[src/inc/udt_defines.svh]
// Purpose: constants of the up/down capture/reload timer
// Assumes: included by the package and the design file
// Notes:   definitions only
`ifndef UDT_DEFINES_SVH
`define UDT_DEFINES_SVH

// --------------------------------------------------------------
// instances and widths
// --------------------------------------------------------------
`define UDT_NUM_TIMERS 3
`define UDT_COUNT_W 16

// --------------------------------------------------------------
// clock select field encodings
// --------------------------------------------------------------
`define UDT_CSEL_DIV12 2'h0
`define UDT_CSEL_DIV1 2'h1
`define UDT_CSEL_DIV2 2'h2
`define UDT_CSEL_EXT8 2'h3

// --------------------------------------------------------------
// prescaler terminal counts
// --------------------------------------------------------------
`define UDT_DIV12_LAST 4'hb
`define UDT_EXT8_LAST 3'h7

// --------------------------------------------------------------
// software write data bit positions
// --------------------------------------------------------------
`define UDT_OVF_FLAG_BIT 7
`define UDT_EXT_FLAG_BIT 6
`define UDT_TOGGLE_BIT 2

// --------------------------------------------------------------
// count values and reset values
// --------------------------------------------------------------
`define UDT_COUNT_MAX 16'hffff
`define UDT_COUNT_MIN 16'h0000
`define UDT_COUNT_RST 16'h0000
`define UDT_RELOAD_RST 16'h0000

`endif

[src/inc/udt_pkg.sv]
// Purpose: types shared by the timer design and its bench
// Assumes: udt_defines.svh on the include path
// Notes:   field order of each struct is fixed, msb first
`include "udt_defines.svh"

package udt_pkg;

    // control bits written by software
    typedef struct packed {
        logic capture_reload_select;
        logic counter_timer_select;
        logic run_control;
        logic external_enable;
    } udt_ctrl_t;

    // configuration bits written by software
    typedef struct packed {
        logic [1:0] clock_select;
        logic decrement_enable;
        logic output_enable;
    } udt_cfg_t;

    // one-cycle software write strobes with their byte
    typedef struct packed {
        logic count_low_wr;
        logic count_high_wr;
        logic reload_low_wr;
        logic reload_high_wr;
        logic flag_wr;
        logic toggle_wr;
        logic [7:0] data;
    } udt_sw_t;

    // state visible to software
    typedef struct packed {
        logic [15:0] count;
        logic [15:0] capture_reload;
        logic overflow_underflow_flag;
        logic external_flag;
        logic toggle_state;
    } udt_stat_t;

endpackage

[src/rtl/udt_top.sv]
// Purpose: three identical 16-bit up/down capture/reload/toggle timers
// Assumes: pins synchronous to sys_clk_in, software bits held as levels
// Notes:   no register bus; control bits and write strobes are ports
`timescale 1ns/100ps
`include "udt_defines.svh"

// --------------------------------------------------------------
// one timer channel
// --------------------------------------------------------------
module udt_chan (
    // clock and reset
    input wire logic sys_clk_in,
    input wire logic rst_in,
    // software side
    input wire udt_pkg::udt_ctrl_t ctrl_in,
    input wire udt_pkg::udt_cfg_t cfg_in,
    input wire udt_pkg::udt_sw_t sw_in,
    // prescaled clock enables, one cycle each
    input wire logic [3:0] tick_in,
    // pins
    input wire logic count_input_pin_in,
    input wire logic trigger_direction_pin_in,
    // results
    output udt_pkg::udt_stat_t stat_out,
    output logic toggle_pin_out,
    output logic toggle_pin_oe_out
);
    import udt_pkg::*;

    logic [15:0] count_reg, count_next;
    logic [15:0] reload_reg, reload_next;
    logic ovf_reg, ovf_next;
    logic exf_reg, exf_next;
    logic tog_reg, tog_next;
    logic oe_reg;
    logic cnt_pin_reg, trig_pin_reg;
    logic cnt_fall, trig_fall, tick, up, trig_evt, wrap;

    // edge detect; pins are already in this clock domain
    assign cnt_fall = cnt_pin_reg & ~count_input_pin_in;
    assign trig_fall = trig_pin_reg & ~trigger_direction_pin_in;
    // pin edges or chosen clock; only while running
    assign tick = ctrl_in.run_control & (ctrl_in.counter_timer_select ?
                  cnt_fall : tick_in[cfg_in.clock_select]);
    assign up = cfg_in.decrement_enable ? trigger_direction_pin_in : 1'b1;
    // trigger edges act only without decrement and with enable
    assign trig_evt = trig_fall & ctrl_in.external_enable &
                      ~cfg_in.decrement_enable;
    // wrap point differs: reload mode down count ends at the reload pair
    always_comb begin
        wrap = 1'b0;
        if (tick) begin
            if (up) begin
                wrap = (count_reg == `UDT_COUNT_MAX);
            end else if (ctrl_in.capture_reload_select) begin
                wrap = (count_reg == `UDT_COUNT_MIN);
            end else begin
                wrap = (count_reg == reload_reg);
            end
        end
    end

    // next state of count, pair, flags and toggle
    always_comb begin
        count_next = count_reg;
        reload_next = reload_reg;
        ovf_next = ovf_reg;
        exf_next = exf_reg;
        tog_next = tog_reg;
        if (ctrl_in.capture_reload_select) begin
            // plain 16-bit wrap in capture mode
            if (tick) begin
                count_next = up ? count_reg + 16'h0001 :
                             count_reg - 16'h0001;
            end
            if (trig_evt) begin
                reload_next = count_reg;
            end
        end else begin
            if (wrap) begin
                count_next = up ? reload_reg : `UDT_COUNT_MAX;
            end else if (tick) begin
                count_next = up ? count_reg + 16'h0001 :
                             count_reg - 16'h0001;
            end
            if (trig_evt) begin
                count_next = reload_reg;
            end
        end
        // software byte writes win over counting
        if (sw_in.count_low_wr) begin
            count_next[7:0] = sw_in.data;
        end
        if (sw_in.count_high_wr) begin
            count_next[15:8] = sw_in.data;
        end
        if (sw_in.reload_low_wr) begin
            reload_next[7:0] = sw_in.data;
        end
        if (sw_in.reload_high_wr) begin
            reload_next[15:8] = sw_in.data;
        end
        // flags move only by software write or their events
        if (sw_in.flag_wr) begin
            ovf_next = sw_in.data[`UDT_OVF_FLAG_BIT];
            exf_next = sw_in.data[`UDT_EXT_FLAG_BIT];
        end
        // hardware set beats a same-cycle software clear
        if (wrap) begin
            ovf_next = 1'b1;
        end
        if (trig_evt && ctrl_in.capture_reload_select) begin
            exf_next = 1'b1;
        end
        // seventeenth count bit in reload mode, no interrupt
        if (wrap && !ctrl_in.capture_reload_select) begin
            exf_next = ~exf_next;
        end
        // forced level, then wrap still inverts it
        if (sw_in.toggle_wr) begin
            tog_next = sw_in.data[`UDT_TOGGLE_BIT];
        end
        if (wrap) begin
            tog_next = ~tog_next;
        end
    end

    // register stage
    always_ff @(posedge sys_clk_in) begin
        if (rst_in) begin
            count_reg <= `UDT_COUNT_RST;
            reload_reg <= `UDT_RELOAD_RST;
            ovf_reg <= 1'b0;
            exf_reg <= 1'b0;
            tog_reg <= 1'b0;
            oe_reg <= 1'b0;
            cnt_pin_reg <= 1'b0;
            trig_pin_reg <= 1'b0;
        end else begin
            count_reg <= count_next;
            reload_reg <= reload_next;
            ovf_reg <= ovf_next;
            exf_reg <= exf_next;
            tog_reg <= tog_next;
            oe_reg <= cfg_in.output_enable;
            cnt_pin_reg <= count_input_pin_in;
            trig_pin_reg <= trigger_direction_pin_in;
        end
    end

    assign stat_out = '{count: count_reg, capture_reload: reload_reg,
                        overflow_underflow_flag: ovf_reg,
                        external_flag: exf_reg, toggle_state: tog_reg};
    assign toggle_pin_out = tog_reg;
    assign toggle_pin_oe_out = oe_reg;

    // --------------------------------------------------------------
    // checks
    // --------------------------------------------------------------
    logic cnt_wr, rld_wr;
    assign cnt_wr = sw_in.count_low_wr | sw_in.count_high_wr;
    assign rld_wr = sw_in.reload_low_wr | sw_in.reload_high_wr;
endmodule

// --------------------------------------------------------------
// top: shared prescaler and three channels
// --------------------------------------------------------------
module udt_top (
    // clock and reset
    input wire logic sys_clk_in,
    input wire logic rst_in,
    input wire logic ext_osc_in,
    // software side, one entry per timer
    input wire udt_pkg::udt_ctrl_t [2:0] ctrl_in,
    input wire udt_pkg::udt_cfg_t [2:0] cfg_in,
    input wire udt_pkg::udt_sw_t [2:0] sw_in,
    // pins
    input wire logic [2:0] count_input_pin_in,
    input wire logic [2:0] trigger_direction_pin_in,
    output logic [2:0] toggle_pin_out,
    output logic [2:0] toggle_pin_oe_out,
    // status
    output udt_pkg::udt_stat_t [2:0] stat_out
);
    import udt_pkg::*;

    logic [3:0] div12_reg, div12_next;
    logic div2_reg, div2_next;
    logic [2:0] ext_cnt_reg, ext_cnt_next;
    logic ext_prev_reg;
    logic ext_rise;
    logic [3:0] tick;

    // one enable pulse per rate, indexed by the clock select code
    assign ext_rise = ext_osc_in & ~ext_prev_reg;
    always_comb begin
        div12_next = (div12_reg == `UDT_DIV12_LAST) ? 4'h0 : div12_reg + 4'h1;
        div2_next = ~div2_reg;
        ext_cnt_next = ext_rise ? ext_cnt_reg + 3'h1 : ext_cnt_reg;
        tick = 4'h0;
        tick[`UDT_CSEL_DIV12] = (div12_reg == `UDT_DIV12_LAST);
        tick[`UDT_CSEL_DIV1] = 1'b1;
        tick[`UDT_CSEL_DIV2] = div2_reg;
        tick[`UDT_CSEL_EXT8] = ext_rise && (ext_cnt_reg == `UDT_EXT8_LAST);
    end

    // prescaler registers; the slow clock is sampled, not used as a clock
    always_ff @(posedge sys_clk_in) begin
        if (rst_in) begin
            div12_reg <= 4'h0;
            div2_reg <= 1'b0;
            ext_cnt_reg <= 3'h0;
            ext_prev_reg <= 1'b0;
        end else begin
            div12_reg <= div12_next;
            div2_reg <= div2_next;
            ext_cnt_reg <= ext_cnt_next;
            ext_prev_reg <= ext_osc_in;
        end
    end

    for (genvar i = 0; i < `UDT_NUM_TIMERS; i++) begin : g_tmr
        udt_chan u_chan (
            .sys_clk_in(sys_clk_in),
            .rst_in(rst_in),
            .ctrl_in(ctrl_in[i]),
            .cfg_in(cfg_in[i]),
            .sw_in(sw_in[i]),
            .tick_in(tick),
            .count_input_pin_in(count_input_pin_in[i]),
            .trigger_direction_pin_in(trigger_direction_pin_in[i]),
            .stat_out(stat_out[i]),
            .toggle_pin_out(toggle_pin_out[i]),
            .toggle_pin_oe_out(toggle_pin_oe_out[i])
        );
    end
endmodule

[config.mk]
export PLATFORM = sky130hd
export DESIGN_NAME = udt_top
export DESIGN_NICKNAME = d
export VERILOG_FILES = /design/src/inc/udt_pkg.sv /design/src/rtl/udt_top.sv
export VERILOG_INCLUDE_DIRS = /design/src /design/src/inc
export SDC_FILE = /design/constraint.sdc
export NUM_CORES = 1
export LEC_CHECK = 0
export BUFFER_PORTS_ARGS = -buffer_cell sky130_fd_sc_hd__buf_2
export CORE_AREA = 2 2 151 153
export DETAILED_ROUTE_END_ITERATION = 16
export DIE_AREA = 0 0 153 155
export SLEW_MARGIN = 20
export SYNTH_ARGS = -nofsm -noshare
export SYNTH_HDL_FRONTEND = slang
export SYNTH_SLANG_ARGS = --single-unit
[constraint.sdc]
create_clock -name sys_clk_in -period 3.8 [get_ports sys_clk_in]
set_input_delay 0.76 -clock sys_clk_in [delete_from_list [all_inputs] [get_ports sys_clk_in]]
set_output_delay 0.76 -clock sys_clk_in [all_outputs]
set_load 0.01 [all_outputs]
==> impl_metrics.csv <==
group,metric,value,unit
run_status,status,"finished clean",
final_layout,area_delta_synth_final,17.9,%
final_layout,nets,1372,
setup_path,critPathKind,"reg -> reg",
hold_path,hold_class,"reg -> reg",
setup_path,arrival,3.34,ns
yosys,synth_top_family_by_area,"simple AND/OR/NAND/NOR gates",
final_layout,final_cell_mix,"184 x buf_2, 163 x nor2_1, 123 x dfxtp_1",
yosys,synth_fp_nets,1258,
yosys,synth_mux_area_share,5.42,%
sta,timing.final.crit_period,3.04,ns
grt,grt_busiest_layer,"met2",
yosys,synth_warnings,0,
yosys,syn_avg_cell_area,7.43,um2
clock_tree,cts_root_buf,"clkbuf_16",
final_layout,n_antenna_cell,0,
pwr,p_int,2.74,mW
yosys,synth_edf_count,0,
setup_path,reg2reg_from,"ext_cnt_reg[0]",
yosys,synth_area,8740,um2
pwr,irDropWorstVdd,0.000276,V
setup_path,path_cells,"ha_1, ha_1, nand3b_1, o2bb2ai_1, a21oi_1, o21ai_1, a211oi_4, buf_4, nor4_1, a2111oi_0",
final_layout,final_common_cell,"buf_2",
final_layout,layout-drive-gt1-share,20.4,%
yosys,synthTopCellsByArea,"dfxtp_1 28%, nor2_1 7.0%, xnor2_1 6.6%",
sta,max_slew_margin,30.7,%
floorplan,rows,55,
yosys,yosys.area.top_type,"dfxtp_1",
yosys,ys_seq_area_share,28.2,%
clock_tree,cts_made_buffers,17,
sta,drv_slew,0,
floorplan,dieArea,23700,um2
grt,use_met3,4.07,%
setup_path,startpoint_type,"register",
grt,grt-ovfl-total,0,
clock_tree,post-cts-setup-buffer-count,0,
detailed_routing,avgRoutedWirePerCell,19.1,um
yosys,synth_cell_types,76,
grt,grt_max_degree,80,
grt,grt_pass1_vias,8500,
yosys,synth_cells,1177,
clock_tree,cts_hold_buf,0,
detailed_routing,drt_iter0_drc,802,
setup_path,r2r_end,"g_tmr[0].u_chan.count_reg[4]",
yosys,postSynthRegisterBits,123,
detailed_routing,ant_nets,0,
final_layout,fillers,2291,
setup_path,startpoint,"ext_cnt_reg[0]",
floorplan,coreArea,22200,um2
clock_tree,path_clk_slew,0.06,ns
setup_path,cp_common_cell,"ha_1",
sta,setup_violations,0,
yosys,synth_ff_type,"dfxtp_1",
grt,grtUsageTotal,24.9,%
pwr,combinationalPowerShare,19.5,%
pwr,clkPwrFrac,41.3,%
clock_tree,cts.repair.resized,0,
setup_path,reg2regPathDepth,10,
setup_path,worst_path_max_delay_cell,"a211oi_4",
pwr,seq_power_share,39.1,%
grt,grt_pass1_wl,47600,um
floorplan,start_util,39.3,%
pwr,netSwitchingPower,1.22,mW
sta,hold_viol_final,0,
sta,fin_skew,0.0107,ns
hold_path,hold_start,"div12_reg[0]",
pwr,power,3.95,mW
detailed_routing,finalWirelength,30300,um
grt,antenna_found_initial,0,
yosys,synthAdderAreaFrac,0.859,%
setup_path,critPathMaxFanout,11,
sta,fmax,329,MHz
flow_run,cap_violations,0,
yosys,synthSimpleGateAreaFrac,28.3,%
placement,gp_congestion,0.917,
floorplan,ios,186,
clock_tree,cts_tree,"done",
detailed_routing,vias,9228,
floorplan,die_h,155,um
clock_tree,cts.path.max_buffers,2,
sta,finalSetupTns,0,ns
placement,dpl.hpwl,22200,um
yosys,synthXorXnorAreaFrac,10.0,%
placement,portBuffers,185,
pwr,power_density,383,nW/um2
yosys,synth_compound_area_share,19.8,%
clock_tree,htreeDepth,4,
hold_path,worstHoldEndpoint,"div12_reg[0]",
pwr,leakagePower,4.28,nW
sta,rsz0062_at_grt,"false",
sta,worstMarginPinSlew,1.04,ns
sta,post-route-period-util,80.0,%
grt,met2_usage,38.9,%
detailed_routing,dr.pass1.iters,5,
detailed_routing,drc,0,
floorplan,die_w,153,um
detailed_routing,vias_per_cell,5.81,
pwr,switching_share,30.7,%
setup_path,end_kind,"register",
grt,met1_usage,34.8,%
clock_tree,cts_num_sinks,123,
yosys,async_flop_share,0,%
hold_path,whs_path_depth,1,
clock_tree,clkLatencyLatePin,0.42,ns
yosys,synth_top_area_share,28.2,%
setup_path,required,4.10,ns
setup_path,max_stage_delay,0.45,ns
setup_path,rrSetupSlack,0.76,ns
## metal layers
metal	routed length, um	share of wire (%)
met3	2050	6.8
met2	13500	44
met1	13900	46
met5	0	0
met4	884	2.9
## power by group through the flow
stage,registers [mW],clock network (mW),logic [mW]
6_report,1.55,1.63,0.773
5_1_grt,1.56,1.72,0.854
4_1_cts,1.54,1.66,0.767
3_5_place_dp,1.57,0,0.761
3_3_place_gp,1.57,0,0.760
2_1_floorplan,1.50,0,0.544
## worst max-delay path: cells and delay by family (launching register included)
kind                       cells  cell delay [ns]
AOI/OAI and AO/OA              5             1.65
DFF                            1             0.34
adders and majority gates      2             0.33
and+or+nand+nor                2             0.33
buffers and inverters          1             0.26
## metrics by stage
step                std cells  utilization [%]  cell area, um2  hold slack (ns)  setup WS (ns)
global placement         1557             43.8            9740            0.444          0.595
finish                   1587             46.4           10300            0.450          0.761
global route             1587             46.4           10300            0.469          0.480
detailed placement       1557             43.8            9740            0.443          0.563
floorplan                1177                -            8740            0.426          0.787
CTS                      1587             46.4           10300            0.450          0.800
## synthesized netlist by cell type, types with 3 or more instances
library cell	number
nor2_1	163
dfxtp_1	123
a21oi_1	115
nand2_1	87
clkbuf_1	82
xnor2_1	66
mux2i_1	44
nand3_1	40
nor3_1	39
xor2_1	34
nor4_1	31
inv_1	30
nor2b_1	25
nand4_1	22
a2111oi_0	17
buf_4	17
a211oi_1	14
o21ai_1	14
nand2b_1	13
o22ai_1	13
and3_1	11
buf_1	11
o21ai_0	11
o31ai_1	10
or4_1	10
a31oi_1	9
or3_1	9
buf_2	7
a211o_1	6
ha_1	6
nand3b_1	6
a221oi_2	5
nor3b_1	5
nor4b_1	5
o32ai_1	5
o41ai_1	5
o21a_1	4
o2bb2ai_1	4
a21o_1	3
nor4bb_1	3
or2_2	3
or3b_1	3
## logic make-up after synthesis
kind of cell / after synthesis
AO/OA/AOI/OAI: 259
flip-flops: 123
adder cells (fa/ha/maj): 6
AND/OR/NAND/NOR: 493
XOR/XNOR: 100
buffers and inverters: 149
multiplexers: 47
## layout make-up
cell class / count / area (um2) / area share [%]
Clock inverter: 9 / 123 / 1.19
Tap cell: 285 / 357 / 3.46
Inverter: 30 / 113 / 1.09
Timing Repair Buffer: 214 / 1160 / 11.2
Clock buffer: 21 / 450 / 4.37
Sequential cell: 123 / 2460 / 23.9
Multi-Input combinational cell: 905 / 5650 / 54.8
## worst max-delay path by stage
stage | slack (ns) | to | cells after the start
finish | 0.76 | g_tmr[0].u_chan.count_reg[4] | 10
global route | 0.48 | g_tmr[0].u_chan.count_reg[4] | 10
CTS | 0.80 | g_tmr[0].u_chan.count_reg[4] | 10
detailed placement | 0.56 | g_tmr[1].u_chan.count_reg[13] | 8
global placement | 0.60 | g_tmr[0].u_chan.count_reg[12] | 11
floorplan | 0.79 | g_tmr[1].u_chan.count_reg[10] | 10
Note: power is estimated with default switching activity, not from simulation.
